`src/rtl/rst_seq_pkg.sv`:
```
// Constants and carrier types for the chip reset entry and state indicator.
// Assumes one clock (the crystal input clock) at 125 MHz.
package rst_seq_pkg;
  localparam int unsigned CLK_PERIOD_NS   = 8;
  localparam int unsigned SYNC_STAGES     = 3;
  localparam int unsigned HOLD_BYPASS_CYC = 512;
  localparam int unsigned LOCK_TIME_US    = 100;
  localparam int unsigned LOCK_BASE_CYC   =
    (LOCK_TIME_US * 1000) / CLK_PERIOD_NS;
  localparam int unsigned RATIO_W         = 8;
  localparam int unsigned CNT_W           = 24;
  localparam int unsigned SETTLE_TIME_US  = 8;

  typedef enum logic [1:0] {
    ST_IN_RESET,
    ST_HOLD,
    ST_RUN
  } seq_state_t;

  typedef struct packed {
    logic                 pll_enable;
    logic [RATIO_W-1:0]   vco_ratio;
  } pll_cfg_t;
endpackage

```
`src/rtl/reset_input_sync_and_status.sv`:
```
// Reset input synchroniser and reset-state output with hold counter.
// Assumes clock_i is the crystal input clock and rstn_i a block reset on
// that clock; pll_cfg_i comes from straps that stay put while the chip is
// out of reset, so it is read without a synchroniser.
`timescale 1ns/1ns

// Notes on behaviour
// - The reset pin passes three flip-flops on the crystal clock first.
// - A dedicated output is active while the chip is in reset.
// - With the PLL off the output stays active 512 cycles after release.
// - With the PLL on the output stays 100 us times the VCO ratio.
module reset_input_sync_and_status #(
  parameter int unsigned LOCK_BASE = rst_seq_pkg::LOCK_BASE_CYC
) (
  input  wire logic                  clock_i,
  input  wire logic                  rstn_i,
  input  wire logic                  ext_rst_n_i,
  input  wire rst_seq_pkg::pll_cfg_t pll_cfg_i,
  output logic                       chip_rst_state_out_o,
  output logic                       core_rst_n_o
);

  logic [rst_seq_pkg::SYNC_STAGES-1:0] sync_q;
  logic [rst_seq_pkg::CNT_W-1:0]       cnt_q;
  logic [rst_seq_pkg::CNT_W-1:0]       cnt_d;
  logic [rst_seq_pkg::CNT_W-1:0]       hold_len;
  logic [rst_seq_pkg::CNT_W-1:0]       lock_len;
  rst_seq_pkg::seq_state_t             state_q;
  rst_seq_pkg::seq_state_t             state_d;
  logic                                out_q;
  wire logic                           rst_seen;
  wire logic                           expired;
  logic [rst_seq_pkg::CNT_W-1:0]       hold_cyc_q;
  logic [rst_seq_pkg::CNT_W-1:0]       hold_cyc_d;

  // State decode shared by the sequencer checks; one place to change it
  function automatic logic in_hold(input rst_seq_pkg::seq_state_t st);
    return (st == rst_seq_pkg::ST_HOLD);
  endfunction

  // Three-stage chain; only the last stage is read by logic
  // Reset to 'seen' so the chip stays in reset until the pin is sampled
  always_ff @(posedge clock_i) begin
    if (!rstn_i) begin
      sync_q <= '0;
    end else begin
      sync_q <= {sync_q[rst_seq_pkg::SYNC_STAGES-2:0], ext_rst_n_i};
    end
  end

  assign rst_seen = ~sync_q[rst_seq_pkg::SYNC_STAGES-1];

  // Hold length: fixed count in bypass, lock time scaled by ratio otherwise
  // Straps are read combinationally; a change mid-hold does not alter the count loaded at release
  assign lock_len = rst_seq_pkg::CNT_W'(LOCK_BASE * pll_cfg_i.vco_ratio);
  assign hold_len = pll_cfg_i.pll_enable ? lock_len
                  : rst_seq_pkg::CNT_W'(rst_seq_pkg::HOLD_BYPASS_CYC);
  // Expiry at one, not zero, so a loaded count of N gives N cycles of hold;
  // zero also counts so a ratio of zero cannot wedge the sequencer
  assign expired  = (cnt_q == 24'h000001) || (cnt_q == 24'h000000);

  // Cycles spent in hold; only the checks read it, to measure the hold
  assign hold_cyc_d = in_hold(state_q) ? hold_cyc_q + 24'h000001 : '0;

  // Sequencer; a ratio of zero is treated as one cycle of hold
  // A reset seen at any point sends it back to the start, so a pulse in
  // the middle of a PLL hold gives the PLL its full lock time again
  always_comb begin
    state_d = state_q;
    cnt_d   = cnt_q;
    case (state_q)
      rst_seq_pkg::ST_IN_RESET: begin
        // Reloaded every cycle here, so the strap value at release wins
        cnt_d = hold_len;
        if (!rst_seen) begin
          state_d = rst_seq_pkg::ST_HOLD;
        end
      end
      rst_seq_pkg::ST_HOLD: begin
        if (rst_seen) begin
          state_d = rst_seq_pkg::ST_IN_RESET;
        end else if (expired) begin
          state_d = rst_seq_pkg::ST_RUN;
          cnt_d   = '0;
        end else begin
          cnt_d = cnt_q - 24'h000001;
        end
      end
      rst_seq_pkg::ST_RUN: begin
        // Hot reset from the running state starts the whole sequence over
        if (rst_seen) begin
          state_d = rst_seq_pkg::ST_IN_RESET;
        end
      end
      default: begin
        // Unused encoding: recover into reset
        state_d = rst_seq_pkg::ST_IN_RESET;
      end
    endcase
  end

  // Output registered so it cannot glitch at the state change
  always_ff @(posedge clock_i) begin
    if (!rstn_i) begin
      state_q <= rst_seq_pkg::ST_IN_RESET;
      cnt_q   <= '0;
      out_q   <= 1'b1;
      hold_cyc_q <= '0;
    end else begin
      state_q <= state_d;
      cnt_q   <= cnt_d;
      hold_cyc_q <= hold_cyc_d;
      out_q   <= (state_d != rst_seq_pkg::ST_RUN);
    end
  end

  assign chip_rst_state_out_o = out_q;
  assign core_rst_n_o         = ~out_q;
endmodule

```
`config.mk`:
```
export PLATFORM = sky130hd
export DESIGN_NAME = reset_input_sync_and_status
export DESIGN_NICKNAME = d
export VERILOG_FILES = /design/src/rtl/rst_seq_pkg.sv /design/src/rtl/reset_input_sync_and_status.sv
export SDC_FILE = /design/constraint.sdc
export NUM_CORES = 1
export LEC_CHECK = 0
export BUFFER_PORTS_ARGS = -buffer_cell sky130_fd_sc_hd__buf_2
export CAP_MARGIN = 0
export CORE_MARGIN = 2
export CORE_UTILIZATION = 57
export DETAILED_ROUTE_END_ITERATION = 10
export PLACE_DENSITY = 0.9
export SYNTH_ARGS = -nofsm -noshare
export SYNTH_HDL_FRONTEND = slang
export SYNTH_SLANG_ARGS = --single-unit
```
`constraint.sdc`:
```
create_clock -name clock_i -period 3.5 [get_ports clock_i]
set_input_delay 0.35 -clock clock_i [delete_from_list [all_inputs] [get_ports clock_i]]
set_output_delay 0.35 -clock clock_i [all_outputs]
set_load 0.05 [all_outputs]
```
==> results by group, run 1 <==
Setup path
  – Worst Path Buf+Inv: 2
  – Max incr delay on CP: 0.50 ns
  – Crit-path max FO: 3
  – Critical Path AT: approximately 3.7 ns
  – Crit. End Element: flop
  – Startpoint types: input pin
  – Critical path class: in -> reg
  – Slowest CP cell: fa_1
  – Crit path required time: 3.68 ns
  – Crit-path most repeated cell: ha_1
  – Cell Chain, Critical Path: buf_2 > buf_4 > ha_1 > ha_1 > fa_1 > ha_1 > ha_1 > nand2_1 > a21o_1 > a211o_1 > o21ai_2 > xnor2_1 > a221o_1
  – CP top delay family: adder cells

Finish
  – Fillers: around 430
  – Reg area: ~600 um2
  – Final core utilization: about 69%
  – Fraction of layout cells with a size suffix above 1: approximately a fifth
  – Final nets: 502
  – Post-route cell area: between 0.003 and 0.004 mm2
  – Multi-input logic area: ~0.0025 mm2
  – Layout area overhead: 18.3%
  – # diodes: 0

Die
  – Cell row count: 27
  – Starting density of the core: approximately 59%
  – Die ar.: slightly above 0.006 mm2
  – Die height: approximately 79 um
  – Die Width: slightly below 80 um
  – I/O pin total: 14
  – Core footprint: 0.00544 mm2

Outcome
  – Outcome: completed

Global routing
  – First-pass GRT wire length: roughly 14 mm
  – Vias in the first global route: 3036
  – Tot GR Track Use: approximately 28%
  – Remaining Overflow, GRT: 0
  – Largest net degree at the start of global routing: 26
  – Initial antenna violation count: 0

Synth
  – Syn Std Cell Area: between 0.003 and 0.004 mm2
  – Distinct cells, synth: 54
  – Ys Warns: 0
  – Seq/Total Area, Yosys: a little under a fifth
  – Most frequent cell after synthesis: ha_1
  – Mapped Nets: about 460
  – Mean Syn Cell Area: ~8.4 um2
  – Post-synth top area share: around 22%
  – Cells after Synth: 379
  – Seq cells post-synth: 30
  – Ranking of synthesized cells by area: ha_1, dfxtp_1, fa_1
  – Synth cell count leaders: ha_1, nand2_1, dfxtp_1
  – Share of flip-flops with an asynchronous set or reset: 0%
  – Yosys top cell by area: ha_1
  – Top FF cell, synth: dfxtp_1
  – Post-synth EDFFs: 0

Placed design
  – Port Buffers: 13
  – DP HPWL: between 6 and 7 mm
  – Dpl cell area: about 0.0036 mm2
  – Dpl ws: -0.268 ns
  – Final RePlAce weighted congestion: 0.989

Timing
  – Final hold violation count: 0
  – Relative slew slack: 39.2%
  – Post-route minimum period: ~3.5 ns
  – Fin Setup TNS: 0 ns
  – Final Skew: between 0.003 and 0.004 ns
  – Slew @ Worst Pin: roughly 0.91 ns
  – Setup violators final: 0
  – Slew Viols, Final: 0
  – Max frequency: 287 MHz
  – Period utilisation layout: approximately 100%
  – Setup WS post-layout: ~0.015 ns

Drt
  – Starting DRC count in detailed routing: approximately 510
  – WL met2: slightly above 4 mm
  – Drt wl/cell: around 17 um
  – Top sig layer: met4
  – Vias per inst: 6.46
  – Via count: about 3200
  – M1 WL: approximately 3.5 mm
  – Post-route DRC: 0
  – ANT nets after route: 0
  – Drt pass-1 iters: 6
  – WL met3: between 500 and 600 um
  – Drt total wl: between 8 and 9 mm

Clock tree
  – H-tree levels: 2
  – CTS tree: built
  – Clock Latency Late Sink: 0.29 ns
  – Clock sink total: 30
  – Cts hold-fix bufs: 0
  – CTS clock-pin slew for the worst setup and hold paths: ~0.060 ns
  – Root buf cell: clkbuf_8
  – Num CTS Buffers: 5
  – Max Root-Sink Buffers: 2

Run
  – Max-cap violation count: 0

Min path
  – Worst min-delay path category: in -> reg

Power
  – PD cells: approximately 530 mW/mm2
  – Leak: between 1.5 and 2 nW
  – Worst IR Drop VDD: just under 0.0003 V
power breakdown:
| group | total (mW) | switching [mW] | internal [mW] |
|---|---|---|---|
| Clock | 0.276 | 0.125 | 0.151 |
| Combinational | 1.25 | 0.672 | 0.582 |
| Sequential | 0.459 | 0.0690 | 0.390 |
| Total | 1.99 | 0.865 | 1.12 |
cells by family after synthesis:
logic type | Yosys count | share of synthesized area [%]
XOR/XNOR | 15 | 4.12
buffers and inverters | 38 | 4.59
multiplexers | 3 | 0.982
flip-flops | 30 | 18.8
AO/OA/AOI/OAI | 111 | 23.4
adder cells (fa/ha/maj) | 67 | 29.1
AND/OR/NAND/NOR | 115 | 18.9
state kept, by name, summed over array words and instances, names as in the netlist:
signal                count
sync_q                    3
chip_rst_state_out_o      1
cnt_q                    24
state_q                   2
metrics by stage:
| stage | hold WS, ns | instances | power [mW] |
|---|---|---|---|
| final | 0.266 | 494 | 1.99 |
| after global routing | 0.270 | 494 | 2.13 |
| after detailed placement | 0.423 | 487 | 1.61 |
| after global placement | 0.414 | 487 | 1.58 |
| after CTS | 0.268 | 493 | 1.90 |
| after floorplan | 0.411 | 379 | 1.23 |
cell type report:
class	instances	share of cell area, %
Timing Repair Buffer	56	10.3
Inverter	19	1.89
Tap cell	72	2.39
Clock buffer	6	2.19
Multi-Input combinational cell	311	67.3
Sequential cell	30	15.9
placed cells by master, fill, tap and decap left out, types with 5 or more instances in the layout:
cell and n:
a21o_1 6, a21oi_1 25, a22oi_1 5, a31oi_1 6, and2_1 5, buf_2 13
buf_4 43, clkbuf_8 6, dfxtp_1 30, fa_1 11, ha_1 50, inv_1 19
nand2_1 31, nand3_1 8, nor2_1 24, nor3_1 15, nor4_1 7, o211ai_1 13
o21ai_0 17, xnor2_1 10, xor2_1 5
repair_timing:
item	in CTS	in global routing
buffers inserted	0	1
setup endpoints to repair	0	9
resized for setup	0	16
worst paths after layout:
| check | to | slack [ns] | startpoint | depth (start not counted) |
|---|---|---|---|---|
| max | cnt_q[19]$_SDFFE_PN0P_ | 0.02 | pll_cfg_i[2] | 13 |
| min reg2reg | sync_q[1]$_SDFF_PN0_ | 0.44 | sync_q[0]$_SDFF_PN0_ | 1 |
| max reg2reg | cnt_q[17]$_SDFFE_PN0P_ | 0.89 | cnt_q[0]$_SDFFE_PN0P_ | 8 |
| min | sync_q[0]$_SDFF_PN0_ | 0.27 | ext_rst_n_i | 2 |
worst reg2reg max path, stage by stage, from the launching register on:
cell	delay, ns
dfxtp_1	0.40
inv_1	0.08
ha_1	0.28
o21ba_2	0.25
and4b_1	0.27
a21o_1	0.22
nor2_1	0.55
nand3_1	0.19
o311ai_1	0.27
metal layers:
metal | GRT usage [%] | vias to the layer above
li1 | - | 1521
met2 | 47.3 | 161
met1 | 36.0 | 1461
met4 | 13.3 | 0
met3 | 3.52 | 48
met5 | 0 | -
Note: power is estimated with default switching activity, not from simulation.
==> run 2, diff against run 1 <==
--- a/config.mk
+++ b/config.mk
@@ -5,12 +5,14 @@
 export SDC_FILE = /design/constraint.sdc
 export NUM_CORES = 1
 export LEC_CHECK = 0
+export ABC_AREA = 1
 export BUFFER_PORTS_ARGS = -buffer_cell sky130_fd_sc_hd__buf_2
 export CAP_MARGIN = 0
 export CORE_MARGIN = 2
-export CORE_UTILIZATION = 57
+export CORE_UTILIZATION = 35
 export DETAILED_ROUTE_END_ITERATION = 10
-export PLACE_DENSITY = 0.9
+export PLACE_DENSITY = 0.64
+export SETUP_SLACK_MARGIN = 0.05
 export SYNTH_ARGS = -nofsm -noshare
 export SYNTH_HDL_FRONTEND = slang
 export SYNTH_SLANG_ARGS = --single-unit
==> results by group, run 2 <==
Outcome
  – Outcome: completed

Finish
  – Leading cell type in the layout, fill and taps excluded: nand2_1
  – Final nets: 648 (+29%)
  – Top Registers: cnt_q x24, sync_q x3, state_q x2
  – Multi-input logic area: 0.00265 mm2 (+4.4%)
  – # diodes: 0 (unchanged)
  – Largest Register: cnt_q
  – Max FFs per register: 24 (unchanged)
  – Fillers: 1070 (+150%)
  – Final core utilization: 40.1% (-29 points)
  – Fraction of layout cells with a size suffix above 1: 8.80% (-12 points)
  – Most frequent cells in the layout: nand2_1, inv_1, nor2_1, ha_1, nand3_1
  – Reg area: 601 um2 (unchanged)
  – Layout area overhead: 10.2%

Global routing
  – Remaining Overflow, GRT: 0 (unchanged)
  – Vias in the first global route: 3368 (+11%)
  – Largest net degree at the start of global routing: 24 (-7.7%)
  – Initial antenna violation count: 0 (unchanged)
  – Tot GR Track Use: 17.3% (-11 points)
  – First-pass GRT wire length: 15.7 mm (+11%)

Setup path
  – Crit. End Element: flop
  – CP top delay family: adder cells
  – Critical path class: in -> reg
  – Slowest CP cell: fa_1
  – Worst Path Buf+Inv: 4 (+2)
  – Crit-path most repeated cell: inv_1
  – Cell Chain, Critical Path: buf_2 > ha_1 > ha_1 > inv_1 > fa_1 > inv_1 > fa_1 > ha_4 > or2_2 > nand3b_1 > nand2_1 > o21ai_0 > nand3_1 > nand2_1 > inv_1
  – Startpoint types: input pin
  – Max incr delay on CP: 0.59 ns (+0.09 ns)
  – Crit path required time: 3.68 ns (about the same)
  – Crit-path max FO: 5 (+2)
  – Critical Path AT: 3.42 ns (-0.24 ns)

Min path
  – Worst min-delay path category: in -> reg

Power
  – Pwr Total: 1.86 mW (-6.6%)
  – PD cells: 472 mW/mm2 (-10%)
  – Leak: 2.16 nW (+28%)
  – Worst IR Drop VDD: 0.000161 V (-45%)

Die
  – Die ar.: 0.0110 mm2 (+78%)
  – Starting density of the core: 36.3% (-22 points)
  – I/O pin total: 14 (unchanged)
  – Core footprint: 0.00982 mm2 (+81%)
  – Die height: 105 um (+33%)
  – Die Width: 105 um (+33%)
  – Cell row count: 36 (+33%)

Drt
  – Drt pass-1 iters: 5 (-1)
  – Post-route DRC: 0 (unchanged)
  – Drt wl/cell: 12.7 um (-27%)
  – ANT nets after route: 0 (unchanged)
  – Via count: 3453 (+8.2%)
  – Starting DRC count in detailed routing: 200 (-61%)
  – Vias per inst: 4.93 (-24%)
  – Drt total wl: 8.92 mm (+4.2%)

Timing
  – RSZ-0062 raised after global routing: yes
  – Slew @ Worst Pin: 0.660 ns (-0.251 ns)
  – Period utilisation layout: 92.6% (-7.0 points)
  – Final Skew: 0.00436 ns (+0.000794 ns)
  – Relative slew slack: 56.0% (+17 points)
  – Post-route minimum period: 3.24 ns (-0.244 ns)
  – Max frequency: 309 MHz (+7.5%)
  – Fin Setup TNS: 0 ns (unchanged)
  – Final hold violation count: 0 (unchanged)
  – Setup violators final: 0 (unchanged)
  – Slew Viols, Final: 0 (unchanged)

Synth
  – Seq cells post-synth: 30 (unchanged)
  – Seq/Total Area, Yosys: 16.8% (-2.0 points)
  – Mapped Nets: 629 (+37%)
  – Yosys top cell by area: ha_1
  – Cells after Synth: 550 (+45%)
  – Syn Std Cell Area: 0.00357 mm2 (+12%)
  – Top FF cell, synth: dfxtp_1
  – Post-synth top area share: 19.3% (-2.3 points)
  – Ys Warns: 0 (unchanged)
  – Mean Syn Cell Area: 6.49 um2 (-23%)
  – Most frequent cell after synthesis: nand2_1
  – Synth cell count leaders: nand2_1, inv_1, nor2_1
  – Ranking of synthesized cells by area: ha_1, dfxtp_1, nand2_1
  – Post-synth EDFFs: 0 (unchanged)
  – Distinct cells, synth: 28 (-48%)
  – Share of flip-flops with an asynchronous set or reset: 0% (unchanged)

Clock tree
  – H-tree levels: 2 (unchanged)
  – Root buf cell: clkbuf_8
  – Clock Latency Late Sink: 0.28 ns (about the same)
  – CTS tree: built
  – Cts hold-fix bufs: 0 (unchanged)
  – Resized cells post-CTS: 0 (unchanged)
  – Clock sink total: 30 (unchanged)
  – Max Root-Sink Buffers: 2 (unchanged)
  – CTS clock-pin slew for the worst setup and hold paths: 0.06 ns (about the same)
  – Number of setup buffers added after CTS: 0 (unchanged)
  – Num CTS Buffers: 5 (unchanged)

Run
  – Max-cap violation count: 0 (unchanged)

Placed design
  – Final RePlAce weighted congestion: 0.895 (-9.6%)
  – DP HPWL: 7.33 mm (+13%)
  – Port Buffers: 13 (unchanged)
run 2: metal layers:
metal	routed length [um]	vias to the layer above	global-route usage (%)
met4	182	0	5.62
met5	0	-	0
met1	4360	1575	23.1
met2	3960	75	28.6
li1	-	1789	-
met3	413	14	2.62
run 2: cell families after synthesis:
| kind of cell | Yosys count | synth area share (%) |
|---|---|---|
| compound gates | 65 | 9.78 |
| xor+xnor | 10 | 2.45 |
| fa+ha+maj | 67 | 26.0 |
| buf+inv | 91 | 9.89 |
| flops | 30 | 16.8 |
| simple gates | 287 | 35.0 |
run 2: worst paths after layout:
kind / startpoint / endpoint / slack, ns / cells after the start
worst min register to register: sync_q[1]$_SDFF_PN0_ / sync_q[2]$_SDFF_PN0_ / 0.41 / 2
worst max-delay path: pll_cfg_i[4] / cnt_q[11]$_SDFFE_PN0P_ / 0.26 / 15
worst min-delay path: ext_rst_n_i / sync_q[0]$_SDFF_PN0_ / 0.25 / 3
worst max register to register: sync_q[2]$_SDFF_PN0_ / cnt_q[2]$_SDFFE_PN0P_ / 1.39 / 5
run 2: layout make-up:
cell class,instances,share of cell area (%)
Tap cell,133,4.23
Timing Repair Buffer,21,3.18
Sequential cell,30,15.3
Clock buffer,6,2.10
Inverter,82,7.82
Multi-Input combinational cell,429,67.4
run 2: report_power, final:
group	internal, mW	switching, mW	total (mW)
Clock	0.151	0.120	0.272
Combinational	0.443	0.704	1.15
Sequential	0.381	0.0571	0.439
Total	0.976	0.881	1.86
run 2: worst min-delay path, cell delays in order:
cell     delay (ns)
buf_2          0.07
nand2_1        0.04
inv_1          0.04
run 2: per-stage QoR:
step | setup WS [ns] | cells | instance area [um2] | hold WS (ns)
6_report | 0.260 | 701 | 3930 | 0.252
5_1_grt | 0.0262 | 701 | 3930 | 0.267
4_1_cts | 0.177 | 701 | 3900 | 0.246
3_5_place_dp | -0.110 | 695 | 3820 | 0.401
3_3_place_gp | -0.0528 | 695 | 3820 | 0.395
2_1_floorplan | 0.300 | 550 | 3570 | 0.390
==> run 3, diff against run 2 <==
--- a/config.mk
+++ b/config.mk
@@ -9,9 +9,9 @@
 export BUFFER_PORTS_ARGS = -buffer_cell sky130_fd_sc_hd__buf_2
 export CAP_MARGIN = 0
 export CORE_MARGIN = 2
-export CORE_UTILIZATION = 35
+export CORE_UTILIZATION = 57
 export DETAILED_ROUTE_END_ITERATION = 10
-export PLACE_DENSITY = 0.64
+export PLACE_DENSITY = 0.89
 export SETUP_SLACK_MARGIN = 0.05
 export SYNTH_ARGS = -nofsm -noshare
 export SYNTH_HDL_FRONTEND = slang
==> results by group, run 3 (synthesized netlist as in run 2, its figures left out) <==
Outcome
  – Outcome: completed

Setup path
  – Critical path class: in -> reg
  – Startpoint types: input pin
  – Crit. End Element: flop
  – Critical Path AT: 3.42 ns (about the same)
  – Reg2Reg Setup Slack: 1.47 ns (+0.08 ns)
  – Critical path launch point: pll_cfg_i[4]
  – Crit-path max FO: 4 (-1)
  – Worst R2R Start: cnt_q[0]$_SDFFE_PN0P_
  – Crit path required time: 3.68 ns (about the same)

Drt
  – ANT nets after route: 0 (unchanged)
  – Post-route DRC: 0 (unchanged)
  – Drt pass-1 iters: 5 (unchanged)
  – Via count: 3553 (+2.9%)
  – Drt total wl: 8.88 mm (-0.43%)
  – Drt wl/cell: 13.8 um (+8.7%)
  – Vias per inst: 5.53 (+12%)
  – Starting DRC count in detailed routing: 251 (+26%)

Placed design
  – Port Buffers: 13 (unchanged)
  – Final RePlAce weighted congestion: 0.943 (+5.4%)
  – DP HPWL: 7.14 mm (-2.7%)
  – Dpl cells: 634 (-8.8%)

Clock tree
  – Clock Latency Late Sink: 0.29 ns (about the same)
  – CTS clock-pin slew for the worst setup and hold paths: 0.06 ns (about the same)
  – Clock sink total: 30 (unchanged)
  – Max Root-Sink Buffers: 2 (unchanged)
  – H-tree levels: 2 (unchanged)
  – CTS tree: built
  – Num CTS Buffers: 5 (unchanged)
  – Root buf cell: clkbuf_8

Global routing
  – First-pass GRT wire length: 16.0 mm (+1.8%)
  – Tot GR Track Use: 27.4% (+10 points)
  – Initial antenna violation count: 0 (unchanged)
  – Vias in the first global route: 3537 (+5.0%)
  – Remaining Overflow, GRT: 0 (unchanged)
  – Largest net degree at the start of global routing: 33 (+38%)

Finish
  – Max FFs per register: 24 (unchanged)
  – Fraction of layout cells with a size suffix above 1: 8.29% (-0.51 points)
  – Largest Register: cnt_q
  – Most frequent cells in the layout: nand2_1, inv_1, nor2_1, ha_1, nand3_1
  – Post-Layout Cell Count: 642 (-8.4%)
  – Final core utilization: 64.0% (+24 points)
  – Top Registers: cnt_q x24, sync_q x3, state_q x2
  – # diodes: 0 (unchanged)
  – Layout area overhead: 7.43%
  – Final nets: 645 (-0.46%)
  – Leading cell type in the layout, fill and taps excluded: nand2_1

Die
  – Die Width: 83.1 um (-21%)
  – Starting density of the core: 59.6% (+23 points)
  – Cell row count: 28 (-22%)
  – Die height: 83.1 um (-21%)
  – Core footprint: 0.00599 mm2 (-39%)
  – Die ar.: 0.00691 mm2 (-37%)
  – I/O pin total: 14 (unchanged)

Timing
  – Hold Slack: 0.245 ns (-0.00673 ns)
  – Relative slew slack: 65.6% (+9.5 points)
  – Period utilisation layout: 92.4% (-0.16 points)
  – Max frequency: 309 MHz (+0.17%)
  – Post-route minimum period: 3.23 ns (-0.00563 ns)
  – Setup violators final: 0 (unchanged)
  – Final Skew: 0.00688 ns (+0.00251 ns)
  – Slew @ Worst Pin: 0.515 ns (-0.144 ns)
  – RSZ-0062 raised after global routing: no
  – Final hold violation count: 0 (unchanged)
  – Slew Viols, Final: 0 (unchanged)

Power
  – Leak: 2.15 nW (-0.73%)
  – Worst IR Drop VDD: 0.000287 V (+78%)
  – PD cells: 486 mW/mm2 (+2.9%)

Min path
  – Worst min-delay path category: in -> reg
  – Hold Path Origin: ext_rst_n_i

Run
  – Max-cap violation count: 0 (unchanged)
run 3: what timing repair did:
action | in CTS | in global routing
endpoints found under the setup margin | 0 | 5
setup buffers | 0 | 0
resized for setup | 0 | 3
hold buffers | 0 | 0
run 3: per-stage QoR:
stage	area (um2)	worst slack, ns	total power, mW	setup TNS [ns]
2_1_floorplan	3570	0.300	1.28	0
3_3_place_gp	3720	0.0182	1.48	0
3_5_place_dp	3720	-0.110	1.52	-0.135
4_1_cts	3810	0.183	1.82	0
5_1_grt	3830	0.0447	2.04	0
6_report	3830	0.265	1.86	0
run 3: path summary, 6_finish.rpt:
kind	to	depth (start not counted)
setup / recovery	cnt_q[21]$_SDFFE_PN0P_	15
hold / removal	sync_q[0]$_SDFF_PN0_	3
setup reg to reg	cnt_q[16]$_SDFFE_PN0P_	13
hold reg to reg	sync_q[2]$_SDFF_PN0_	2
run 3: per-layer routing:
layer	GRT usage (%)	share of wire, %	vias up
met5	0	0	-
met4	8.64	2.4	0
met3	3.38	5.7	20
met2	46.6	48	122
met1	36.2	44	1619
li1	-	-	1792
run 3: layout make-up:
class	instances	area [um2]
Tap cell	75	93.8
Multi-Input combinational cell	429	2640
Clock buffer	7	86.3
Clock inverter	1	5.00
Sequential cell	30	601
Timing Repair Buffer	18	103
Inverter	82	308
Fill cell	539	2160
run 3: worst max-delay path, cell delays in order:
cell     delay, ns
buf_2         0.13
ha_1          0.32
fa_1          0.57
fa_1          0.44
ha_1          0.31
ha_1          0.36
nand2_1       0.09
nor2_1        0.19
nand2_1       0.07
nand2_1       0.11
nand2_1       0.09
a21oi_1       0.16
nor2_1        0.09
nor2_1        0.09
nor2_1        0.04
run 3: power breakdown:
group / total, mW / switching (mW) / internal [mW] / leakage (nW)
sequential: 0.441 / 0.0598 / 0.381 / 0.246
clock: 0.298 / 0.139 / 0.159 / 0.0482
combinational: 1.12 / 0.706 / 0.418 / 1.85
